==> src/tmr_defines.svh <==
// Constants for the 8-bit timer with one compare unit: register offsets, field
// positions, reset values and prescaler tap points.
// Assumes inclusion by bare name from the timer design files.
`ifndef TMR_DEFINES_SVH
`define TMR_DEFINES_SVH

// ****************************************************************
// Register offsets on the plain register port.
// ****************************************************************
`define TMR_ADDR_W       2
`define TMR_OFS_CTRL     2'h0
`define TMR_OFS_COUNT    2'h1
`define TMR_OFS_CMP      2'h2
`define TMR_OFS_STAT     2'h3

// ****************************************************************
// Control register fields and values.
// ****************************************************************
`define TMR_CTRL_RESET   8'h00
`define TMR_BIT_FORCE    7
`define TMR_BIT_WAVE0    6
`define TMR_BIT_MODE1    5
`define TMR_BIT_MODE0    4
`define TMR_BIT_WAVE1    3
`define TMR_CS_HI        2
`define TMR_CS_LO        0
`define TMR_STAT_OVF     0
`define TMR_STAT_CMP     1
`define TMR_MAX          8'hFF
`define TMR_BOTTOM       8'h00
`define TMR_ZERO8        8'h00

// ****************************************************************
// Prescaler tap points, as bit index of a free-running divider.
// ****************************************************************
`define TMR_PRE_W        10
`define TMR_DIV8_TAP     2
`define TMR_DIV32_TAP    4
`define TMR_DIV64_TAP    5
`define TMR_DIV128_TAP   6
`define TMR_DIV256_TAP   7
`define TMR_DIV1024_TAP  9

`endif

==> src/tmr_pkg.sv <==
// Types shared by the timer design files.
// Assumes the defines header supplies all numeric constants except the mode codes defined here.
package tmr_pkg;
  typedef enum logic [1:0] {
    TMR_WAVE_NORMAL = 2'b00,
    TMR_WAVE_PHASE  = 2'b01,
    TMR_WAVE_CLEAR  = 2'b10,
    TMR_WAVE_FAST   = 2'b11
  } tmr_wave_e;
  typedef enum logic [1:0] {
    TMR_OUT_OFF    = 2'b00,
    TMR_OUT_TOGGLE = 2'b01,
    TMR_OUT_CLEAR  = 2'b10,
    TMR_OUT_SET    = 2'b11
  } tmr_outmode_e;
endpackage

==> src/tmr_compare8.sv <==
// 8-bit timer/counter with one compare unit and its register port.
// Assumes one 50 MHz clock, synchronous reset and a single-cycle register master.
`timescale 1ns/1ps
`include "tmr_defines.svh"

module tmr_compare8 (
  input  wire logic                   clk,
  input  wire logic                   sys_rst,
  input  wire logic [`TMR_ADDR_W-1:0] regAddr,
  input  wire logic [7:0]             regWdata,
  input  wire logic                   regWrite,
  input  wire logic                   regRead,
  output logic      [7:0]             regRdata,
  output logic                        compareOutputPin,
  output logic                        compareOutputOverride,
  output logic                        overflowFlag,
  output logic                        compareFlag
);
  // ****************************************************************
  // State.
  // ****************************************************************
  logic [6:0] ctrl_q, ctrl_d;          // Force bit is never stored.
  logic [7:0] count_q, count_d;
  logic [7:0] cmp_q, cmp_d;            // Active compare value.
  logic [7:0] cmpBuf_q, cmpBuf_d;      // Value software wrote.
  logic       down_q, down_d;
  logic       block_q, block_d;
  logic       pin_q, pin_d;
  logic       ovf_q, ovf_d;
  logic       cmpf_q, cmpf_d;
  logic [7:0] rdata_q, rdata_d;
  logic       tick;

  tmr_pkg::tmr_wave_e    wave;
  tmr_pkg::tmr_outmode_e outMode;
  tmr_pkg::tmr_wave_e    frcWave;      // Wave field written with the strobe.
  tmr_pkg::tmr_outmode_e frcMode;      // Output field written with the strobe.
  logic       frcPwm, upNow;
  logic       isPwm, atTop, match, forceHit, wrCtrl, wrCount, wrCmp;
  logic [7:0] topVal;

  tmr_prescaler #(.PRE_W(`TMR_PRE_W)) u_pre (
    .clk       (clk),
    .sys_rst   (sys_rst),
    .clockSel  (ctrl_q[`TMR_CS_HI:`TMR_CS_LO]),
    .timerTick (tick)
  );

  // ****************************************************************
  // Decode of the control fields.
  // ****************************************************************
  // Wave bits are split across the register, so reassemble them.
  assign wave    = tmr_pkg::tmr_wave_e'({ctrl_q[`TMR_BIT_WAVE1], ctrl_q[`TMR_BIT_WAVE0]});
  assign outMode = tmr_pkg::tmr_outmode_e'({ctrl_q[`TMR_BIT_MODE1], ctrl_q[`TMR_BIT_MODE0]});
  assign isPwm   = (wave == tmr_pkg::TMR_WAVE_PHASE) || (wave == tmr_pkg::TMR_WAVE_FAST);
  assign topVal  = (wave == tmr_pkg::TMR_WAVE_CLEAR) ? cmp_q : `TMR_MAX;
  assign wrCtrl  = regWrite && (regAddr == `TMR_OFS_CTRL);
  assign wrCount = regWrite && (regAddr == `TMR_OFS_COUNT);
  assign wrCmp   = regWrite && (regAddr == `TMR_OFS_CMP);
  // The strobe travels with the new fields, so those decide whether and how it acts.
  assign frcWave  = tmr_pkg::tmr_wave_e'({regWdata[`TMR_BIT_WAVE1], regWdata[`TMR_BIT_WAVE0]});
  assign frcMode  = tmr_pkg::tmr_outmode_e'({regWdata[`TMR_BIT_MODE1], regWdata[`TMR_BIT_MODE0]});
  assign frcPwm   = (frcWave == tmr_pkg::TMR_WAVE_PHASE) || (frcWave == tmr_pkg::TMR_WAVE_FAST);
  assign forceHit = wrCtrl && regWdata[`TMR_BIT_FORCE] && !frcPwm;
  // At BOTTOM the count turns upward, so a match there is an up-counting one.
  assign upNow    = !down_q || (count_q == `TMR_BOTTOM);
  // Match is evaluated on the timer tick and suppressed after a counter write.
  assign match   = tick && (count_q == cmp_q) && !block_q;
  assign atTop   = (count_q == topVal);

  // ****************************************************************
  // Counter, compare buffer and flags.
  // ****************************************************************
  always_comb begin
    ctrl_d   = ctrl_q;
    count_d  = count_q;
    cmp_d    = cmp_q;
    cmpBuf_d = cmpBuf_q;
    down_d   = down_q;
    block_d  = block_q;
    ovf_d    = ovf_q;
    cmpf_d   = cmpf_q;
    if (tick) begin
      block_d = 1'b0;
      if (match) begin
        cmpf_d = 1'b1;
      end
      unique case (wave)
        tmr_pkg::TMR_WAVE_PHASE: begin
          // Direction turns at MAX so MAX is held for one tick only.
          if (!down_q && count_q == `TMR_MAX) begin
            down_d  = 1'b1;
            count_d = count_q - 8'h01;
            cmp_d   = cmpBuf_q;
          end else if (down_q && count_q == `TMR_BOTTOM) begin
            down_d  = 1'b0;
            count_d = count_q + 8'h01;
            ovf_d   = 1'b1;
          end else begin
            count_d = down_q ? count_q - 8'h01 : count_q + 8'h01;
          end
        end
        tmr_pkg::TMR_WAVE_CLEAR: begin
          down_d  = 1'b0;
          // Forced matches never reach this clear path.
          count_d = atTop ? `TMR_BOTTOM : count_q + 8'h01;
          if (count_q == `TMR_MAX) begin
            ovf_d = 1'b1;
          end
        end
        default: begin
          down_d  = 1'b0;
          count_d = count_q + 8'h01;
          if (count_q == `TMR_MAX) begin
            ovf_d = 1'b1;
            if (wave == tmr_pkg::TMR_WAVE_FAST) begin
              cmp_d = cmpBuf_q;
            end
          end
        end
      endcase
    end
    if (!isPwm) begin
      cmp_d = cmpBuf_d;
    end
    if (wrCtrl) begin
      ctrl_d = regWdata[6:0];
    end
    if (wrCount) begin
      count_d = regWdata;
      block_d = 1'b1;
    end
    if (wrCmp) begin
      cmpBuf_d = regWdata;
      if (!isPwm) begin
        cmp_d = regWdata;
      end
    end
    // Status write clears flags with ones, but an event that sets a clear flag wins.
    if (regWrite && regAddr == `TMR_OFS_STAT) begin
      if (regWdata[`TMR_STAT_OVF] && !(ovf_d && !ovf_q)) begin
        ovf_d = 1'b0;
      end
      if (regWdata[`TMR_STAT_CMP] && !(cmpf_d && !cmpf_q)) begin
        cmpf_d = 1'b0;
      end
    end
  end

  // ****************************************************************
  // Waveform unit.
  // ****************************************************************
  // A forced match uses the non-PWM table and touches no flag.
  always_comb begin
    pin_d = pin_q;
    if (forceHit) begin
      unique case (frcMode)
        tmr_pkg::TMR_OUT_TOGGLE: pin_d = !pin_q;
        tmr_pkg::TMR_OUT_CLEAR:  pin_d = 1'b0;
        tmr_pkg::TMR_OUT_SET:    pin_d = 1'b1;
        default:                 pin_d = pin_q;
      endcase
    end else if (tick) begin
      unique case (wave)
        tmr_pkg::TMR_WAVE_FAST: begin
          if (outMode[1]) begin
            // Match is ignored at top; the top action still occurs.
            if (count_q == `TMR_MAX) begin
              pin_d = !outMode[0];
            end else if (match) begin
              pin_d = outMode[0];
            end
          end else if (outMode == tmr_pkg::TMR_OUT_TOGGLE && match) begin
            pin_d = !pin_q;
          end
        end
        tmr_pkg::TMR_WAVE_PHASE: begin
          if (outMode[1]) begin
            if (cmp_q == `TMR_MAX && count_q == `TMR_MAX) begin
              pin_d = !outMode[0];
            end else if (match) begin
              pin_d = upNow ? outMode[0] : !outMode[0];
            end
          end
        end
        default: begin
          if (match) begin
            unique case (outMode)
              tmr_pkg::TMR_OUT_TOGGLE: pin_d = !pin_q;
              tmr_pkg::TMR_OUT_CLEAR:  pin_d = 1'b0;
              tmr_pkg::TMR_OUT_SET:    pin_d = 1'b1;
              default:                 pin_d = pin_q;
            endcase
          end
        end
      endcase
    end
  end

  // ****************************************************************
  // Register read path.
  // ****************************************************************
  always_comb begin
    rdata_d = `TMR_ZERO8;
    if (regRead) begin
      unique case (regAddr)
        `TMR_OFS_CTRL:  rdata_d = {1'b0, ctrl_q};
        `TMR_OFS_COUNT: rdata_d = count_q;
        `TMR_OFS_CMP:   rdata_d = cmpBuf_q;
        default:        rdata_d = {6'h00, cmpf_q, ovf_q};
      endcase
    end
  end

  // Register everything; reset leaves the timer stopped and disconnected.
  always_ff @(posedge clk) begin
    if (sys_rst) begin
      ctrl_q   <= 7'h00;
      count_q  <= `TMR_ZERO8;
      cmp_q    <= `TMR_ZERO8;
      cmpBuf_q <= `TMR_ZERO8;
      down_q   <= 1'b0;
      block_q  <= 1'b0;
      pin_q    <= 1'b0;
      ovf_q    <= 1'b0;
      cmpf_q   <= 1'b0;
      rdata_q  <= `TMR_ZERO8;
    end else begin
      ctrl_q   <= ctrl_d;
      count_q  <= count_d;
      cmp_q    <= cmp_d;
      cmpBuf_q <= cmpBuf_d;
      down_q   <= down_d;
      block_q  <= block_d;
      pin_q    <= pin_d;
      ovf_q    <= ovf_d;
      cmpf_q   <= cmpf_d;
      rdata_q  <= rdata_d;
    end
  end

  assign regRdata              = rdata_q;
  assign compareOutputPin      = pin_q;
  assign compareOutputOverride = |ctrl_q[`TMR_BIT_MODE1:`TMR_BIT_MODE0];
  assign overflowFlag          = ovf_q;
  assign compareFlag           = cmpf_q;
endmodule

==> src/tmr_prescaler.sv <==
// Prescaler that turns the system clock into a one-cycle timer tick.
// Assumes one clock domain and a synchronous active-high reset.
`timescale 1ns/1ps
`include "tmr_defines.svh"

module tmr_prescaler #(
  parameter int PRE_W = `TMR_PRE_W
) (
  input  wire logic       clk,
  input  wire logic       sys_rst,
  input  wire logic [2:0] clockSel,
  output logic            timerTick
);
  logic [PRE_W-1:0] div_q;
  logic [PRE_W-1:0] div_d;
  logic             tapHit;

  // The divider runs freely; a tap fires when its bit and all lower bits are ones.
  always_comb begin
    div_d = div_q + {{(PRE_W-1){1'b0}}, 1'b1};
    unique case (clockSel)
      3'h0:    tapHit = 1'b0;
      3'h1:    tapHit = 1'b1;
      3'h2:    tapHit = &div_q[`TMR_DIV8_TAP:0];
      3'h3:    tapHit = &div_q[`TMR_DIV32_TAP:0];
      3'h4:    tapHit = &div_q[`TMR_DIV64_TAP:0];
      3'h5:    tapHit = &div_q[`TMR_DIV128_TAP:0];
      3'h6:    tapHit = &div_q[`TMR_DIV256_TAP:0];
      default: tapHit = &div_q[`TMR_DIV1024_TAP:0];
    endcase
    timerTick = tapHit;
  end

  // Register the divider.
  always_ff @(posedge clk) begin
    if (sys_rst) begin
      div_q <= '0;
    end else begin
      div_q <= div_d;
    end
  end
endmodule

==> config.mk <==
export PLATFORM = sky130hd
export DESIGN_NAME = tmr_compare8
export DESIGN_NICKNAME = d
export VERILOG_FILES = /design/src/tmr_pkg.sv /design/src/tmr_compare8.sv /design/src/tmr_prescaler.sv
export VERILOG_INCLUDE_DIRS = /design/src
export SDC_FILE = /design/constraint.sdc
export NUM_CORES = 1
export LEC_CHECK = 0
export ABC_CLOCK_PERIOD_IN_PS = 2200
export BUFFER_PORTS_ARGS = -buffer_cell sky130_fd_sc_hd__buf_2
export CAP_MARGIN = 25
export CORE_AREA = 2 2 88 73
export CTS_CLUSTER_DIAMETER = 200
export DETAILED_ROUTE_END_ITERATION = 7
export DIE_AREA = 0 0 90 75
export GPL_TIMING_DRIVEN = 0
export HOLD_SLACK_MARGIN = 0.08
export PLACE_DENSITY = 0.74
export SLEW_MARGIN = 15
export SYNTH_ARGS = -nofsm -noshare
export SYNTH_HDL_FRONTEND = slang
export SYNTH_SLANG_ARGS = --single-unit
==> constraint.sdc <==
create_clock -name clk -period 2.2 [get_ports clk]
set_clock_uncertainty 0.05 [all_clocks]
set_input_delay 0.11 -clock clk [delete_from_list [all_inputs] [get_ports clk]]
set_output_delay 0.11 -clock clk [all_outputs]
set_load 0.005 [all_outputs]
# Word-level counts from Yosys, hierarchy flattened
# Cells that the tools add are included.
[totals] reg_bits=54 out_inout_bits=12
[op_classes] n_addsub=3 n_eq_ne=30 n_mux=48 bitwise_logic=1 reduce_logical=45
[ops] cell="$mux W8" count=14
[ops] cell="$pmux W8 S2" count=2
[ops] cell="$mux W1" count=27
[ops] cell="$pmux W8 S3" count=1
[ops] cell="$eq A2 B2 Y1 const B" count=9
[ops] cell="$eq A8 B8 Y1" count=2
[ops] cell="$eq A8 B8 Y1 const B" count=2
[ops] cell="$logic_and A1 B1 Y1" count=16
[ops] cell="$reduce_and A8 Y1" count=2
[ops] cell="$add A10 B1 Y10 const B" count=1
[ops] cell="$eq A2 B1 Y1 const B" count=5
[ops] cell="$reduce_and A10 Y1" count=1
[ops] cell="$eq A3 B3 Y1 const B" count=3
[ops] cell="$logic_not A1 Y1" count=9
[ops] cell="$add A8 B1 Y8 const B" count=1
[ops] cell="$logic_not A8 Y1" count=1
[ops] cell="$ne A4 B3 Y1 const B" count=2
[ops] cell="$sub A8 B1 Y8 const B" count=1
[ops] cell="$pmux W1 S7" count=1
[ops] cell="$reduce_and A7 Y1" count=1
[ops] cell="$eq A3 B2 Y1 const B" count=2
[ops] cell="$pmux W1 S3" count=2
[ops] cell="$reduce_and A6 Y1" count=1
[ops] cell="$reduce_bool A6 Y1" count=1
[ops] cell="16 further kinds" count=20

# Depth between registers and ports, before layout
[logic_depth] word_depth=11 depth_mapped=10

# Modules after synthesis
# Synthesis repeated with hierarchy kept, for this count alone.
[unflattened] cells_unflattened=390 area_unflattened_um2=3201.8
[by_module_without_submodules] mod="tmr_compare8" n_inst=1 cells_each=337 area_per_inst_um2=2723.9
[by_module_without_submodules] mod="tmr_prescaler" n_inst=1 cells_each=53 area_per_inst_um2=478.0

# Worst setup path before layout
# Ideal clock, no wire load.
[synth_path] kind="flip-flop to flip-flop" start="reg count_q[0]" end="reg count_q[1]" setup_time_ns=0.103 t_arrival_ns=1.988 path_slack_ns=0.059 path_stages_with_launch=10 n_path_buf=1 cell_sequence="dfxtp_1 -> clkbuf_1 -> inv_1 -> ha_1 -> nor4b_1 -> a21o_1 -> a211o_1 -> nand2b_1 -> a21oi_1 -> a2111oi_2"
[synth_via] elab_chain_cells=7 word_cells_on_any_way=14
[synth_rtl] item="start: declaration" line_no="tmr_compare8.sv:23" source="logic [7:0] count_q, count_d;"
[synth_rtl] item="start signal: assignment" line_no="tmr_compare8.sv:219" source="count_q <= `TMR_ZERO8;"
[synth_rtl] item="start signal: assignment" line_no="tmr_compare8.sv:230" source="count_q <= count_d;"
[synth_rtl] item="$add A8 B1 Y8 (tied with other cells)"
[synth_rtl] item="$mux W8 / $logic_and A1 B1 Y1 (equally long branches)"
[synth_rtl] item="$mux W8" line_no="tmr_compare8.sv:95" source="end else if (down_q && count_q == `TMR_BOTTOM) begin"
[synth_rtl] item="$mux W8" line_no="tmr_compare8.sv:91" source="if (!down_q && count_q == `TMR_MAX) begin"
[synth_rtl] item="$pmux W8 S2 *" line_no="tmr_compare8.sv:88" source="unique case (wave)"
[synth_rtl] item="$mux W8 *" line_no="tmr_compare8.sv:83" source="if (tick) begin"
[synth_rtl] item="$mux W8 *" line_no="tmr_compare8.sv:129" source="if (wrCount) begin"
# Mark *: on every way between the ends. The rest lies on a longest branch, timed or not. The select of a mux whose other input is x is not followed.
# A chain may end at the register's enable or synchronous reset.

# Final worst setup path
[layout_path] start="reg u_pre.div_q[1]" end="reg cmp_q[2]"
[layout_via] elab_chain_cells=6 word_cells_on_any_way=11
[layout_rtl] item="start: declaration" line_no="tmr_prescaler.sv:14" source="logic [PRE_W-1:0] div_q;"
[layout_rtl] item="start signal: assignment" line_no="tmr_prescaler.sv:39" source="div_q <= div_d;"
[layout_rtl] item="$reduce_and A10 Y1 (tied with other cells)" line_no="tmr_prescaler.sv:29" source="default: tapHit = &div_q[`TMR_DIV1024_TAP:0];"
[layout_rtl] item="$pmux W1 S7 *" line_no="tmr_prescaler.sv:21" source="unique case (clockSel)"
[layout_rtl] item="$mux W8 *" line_no="tmr_compare8.sv:83"
[layout_rtl] item="$mux W8 *" line_no="tmr_compare8.sv:123" source="if (!isPwm) begin"
[layout_rtl] item="$mux W8" line_no="tmr_compare8.sv:135" source="if (!isPwm) begin"
[layout_rtl] item="$mux W8 *" line_no="tmr_compare8.sv:133" source="if (wrCmp) begin"
[layout_rtl] item="end signal: assignment" line_no="tmr_compare8.sv:220" source="cmp_q <= `TMR_ZERO8;"
[layout_rtl] item="end signal: assignment" line_no="tmr_compare8.sv:231" source="cmp_q <= cmp_d;"
[layout_rtl] item="end: declaration" line_no="tmr_compare8.sv:24" source="logic [7:0] cmp_q, cmp_d;"
# Mark *: on every way between the ends. The rest lies on a longest branch, timed or not.

==> qor.csv <==
stage,metric,value,unit
routing,routed_wl,9520,um
pwr,p_per_area,550,nW/um^2
cts,clock_latency,0.31,ns
routing,postRouteAntennaNets,0,
place,dp.final_hpwl,6110,um
pwr,p_total,2.17,mW
global_route,grt_pass1_vias,2934,
cts,root_buffer,clkbuf_8,
pwr,ir_drop,0.578,mV
routing,viasPerCell,6.28,
yosys,syn_inst,374,
status,violations,setup timing,
timing,fmax,449,MHz
global_route,use_met1,34.4,%
setup_path,cpMostUsedCell,ha_4,
routing,drt_iter0_drc,451,
timing,hold_violations,0,
die,die_area,6750,um^2
yosys,synth_async_sr_flop_share,0,%
global_route,grt_usage,27.1,%
cts,cts_tree,built,
global_route,grt_max_degree,17,
global_route,grt_pass1_wl,14400,um
status,status,finished with violations,
die,core,5820,um^2
timing,period_share,101,%
yosys,synth_area,3070,um^2
finish,final_nets,451,
die,die-width,90,um
timing,max_slew_margin,46.9,%
routing,post-route-drc-count,0,
cts,max-clock-path-buffers,2,
routing,detail_route.wl_per_cell,18.7,um
setup_path,cpPeakStageDelay,0.37,ns
finish,fillCellCount,456,
finish,regArea,1090,um^2
yosys,ys.flop_type,dfxtp_1,
setup_path,cp-start-kind,register,
cts,numCtsBuffers,5,
timing,whs,0.0912,ns
finish,drive_above_1_share,25.0,%
setup_path,cp_cell_sequence,ha_4 > and3_4 > ha_4 > nand2b_1 > a21o_1 > a21oi_4 > or2_4 > buf_8 > nand4_1 > a221oi_2,
place,portBuffers,24,
finish,final_util,67.7,%
setup_path,end_kind,register,
global_route,busiest_layer,met2,
setup_path,cp_num_buf_inv,1,
place,gp_congestion,0.987,
global_route,grt.overflow.total,0,
setup_path,timing.rr.start,u_pre.div_q[1],
min_path,hp-class,input port to register,
setup_path,path_delay_family,compound AO/OA/AOI/OAI gates,
setup_path,critPathArrivalTime,2.40,ns
yosys,synth-edff-count,0,
timing,rsz0062_at_grt,true,
yosys,ys_warn_count,0,
timing,setup_slack,-0.0270,ns
timing,drv_slew,0,
cts,cts.sinks,54,
run,max-cap-violations,0,
setup_path,cp-startpoint,u_pre.div_q[1],
min_path,worstHoldStart,regWdata[5],
yosys,ys_seq_area_share,35.2,%
setup_path,crit_type,register to register,
timing,tightest_slew,0.794,ns
yosys,syn_nets,398,
timing,fin_crit,2.23,ns
pwr,leakage,1.54,nW
global_route,grt_use_met2,46.4,%
die,fp.dieH,75,um
cts,h-tree-depth,2,
die,initial_core_util,52.7,%
routing,vias,3199,
cts,clk_pin_slew,0.10,ns
finish,multi_input_area,2130,um^2
setup_path,worstPathRequired,2.37,ns
setup_path,cp_slowest_cell,dfxtp_2,
finish,areaGrowthSynthToFinish,28.5,%
yosys,yosysUniqueCellTypes,51,
setup_path,path_max_fanout,5,
timing,finalSetupViolCount,2,
yosys,synth_seq_cells,54,
routing,first_pass_iters,5,
die,pin_count,26,
global_route,antenna_found_initial,0,
finish,n_antenna_cell,0,
yosys,syn_area_per_cell,8.20,um^2
global_route,met3_usage,5.51,%
die,placementRows,25,
place,preCtsSetupSlack,-0.439,ns
==> layer usage <==
metal,up-vias,wire (um),share of wire (%)
met5,-,0,0
met4,0,364,3.8
met3,44,862,9.1
met2,203,4360,46
met1,1487,3930,41
li1,1465,-,-
==> what timing repair did <==
action,4_1_cts,5_1_grt
hold endpoints to repair,12,0
setup buffers,6,8
resized for setup,35,38
pin swaps,5,19
gates cloned,0,1
hold buffers,7,0
setup endpoints to repair,20,20
==> cells in the mapped netlist (all sizes together) (4+ instances only) <==
cell     instances  area (um^2)
o2bb2ai          5         43.8
nor3            12         60.1
o31ai            5         37.5
xnor2           13          114
a221oi           9         85.1
nor2            59          221
o21ai            9         45.0
a31oi            4         25.0
nor2b            6         37.5
clkbuf          14         52.6
buf              9         45.1
inv             13         48.8
dfxtp           54         1080
nand3           11         55.1
mux2i           15          150
nand2           19         71.3
xor2            10         87.6
nand4           18          119
a21oi           39          195
ha              10          125
and3             5         31.3
==> tightest hold or removal path, stage by stage <==
cell and delay [ns]:
buf_2 0.16, a21oi_1 0.08, nor2_1 0.07
==> sequential cells by signal (all words and copies together), names as in the netlist <==
name	cells
down_q	1
block_q	1
count_q	8
overflowFlag	1
cmpBuf_q	8
ctrl_q	7
u_pre.div_q	10
compareFlag	1
compareOutputPin	1
cmp_q	8
regRdata	8
==> worst paths after layout <==
path	endpoint	slack [ns]	cells after the start
max	cmp_q[2]	-0.03	10
min reg2reg	block_q	0.43	2
min	ctrl_q[5]	0.09	3
max reg2reg	cmp_q[2]	-0.03	10
==> layout make-up <==
cell class	instances	area share, %
clock inverters	2	0.952
flip-flops and latches	54	27.7
plain buffers	23	3.59
multi-input cells	284	54.0
clock buffers	6	1.84
well taps	81	2.57
inverters	13	1.24
repair buffers	46	8.13
==> power breakdown <==
| group | leakage [nW] | internal, mW | switching, mW |
|---|---|---|---|
| Clock | 0.0514 | 0.340 | 0.340 |
| Combinational | 1.04 | 0.182 | 0.252 |
| Sequential | 0.441 | 1.01 | 0.0382 |
| Total | 1.54 | 1.54 | 0.630 |
==> cells by family after synthesis <==
group	synth area share, %
adders and majority gates	4.08
and+or+nand+nor	23.8
buffers and inverters	4.77
AOI/OAI and AO/OA	19.2
muxes	6.36
DFF	35.2
xor gates and xnor gates	6.57
==> stage by stage <==
step	TNS [ns]	area (um^2)	cells
after CTS	-0.0170	3680	500
after global placement	-4.20	3290	479
final	-0.0384	3940	509
after global routing	-1.07	3940	509
after detailed placement	-5.12	3290	479
after floorplan	0	3070	374
==> cells in the final DEF, fill, tap and decap left out, types with 3 or more instances in the layout <==
cell / count
dfxtp_2: 4
a31oi_1: 3
inv_1: 12
nor3_1: 7
xor2_1: 10
nand3_1: 9
buf_4: 14
a221oi_2: 4
xnor2_1: 13
o31ai_1: 3
a21oi_1: 35
mux2i_1: 15
ha_4: 4
nor2b_1: 6
o21ai_0: 6
dlygate4sd3_1: 7
nand4_1: 17
ha_1: 6
nor3_2: 5
nand2_1: 19
a221oi_1: 4
buf_2: 26
and3_1: 4
dfxtp_1: 49
clkbuf_8: 6
clkbuf_4: 3
nor2_1: 57
clkbuf_1: 12
a21oi_2: 3
o2bb2ai_1: 4
(Power assumes the default switching activity.)
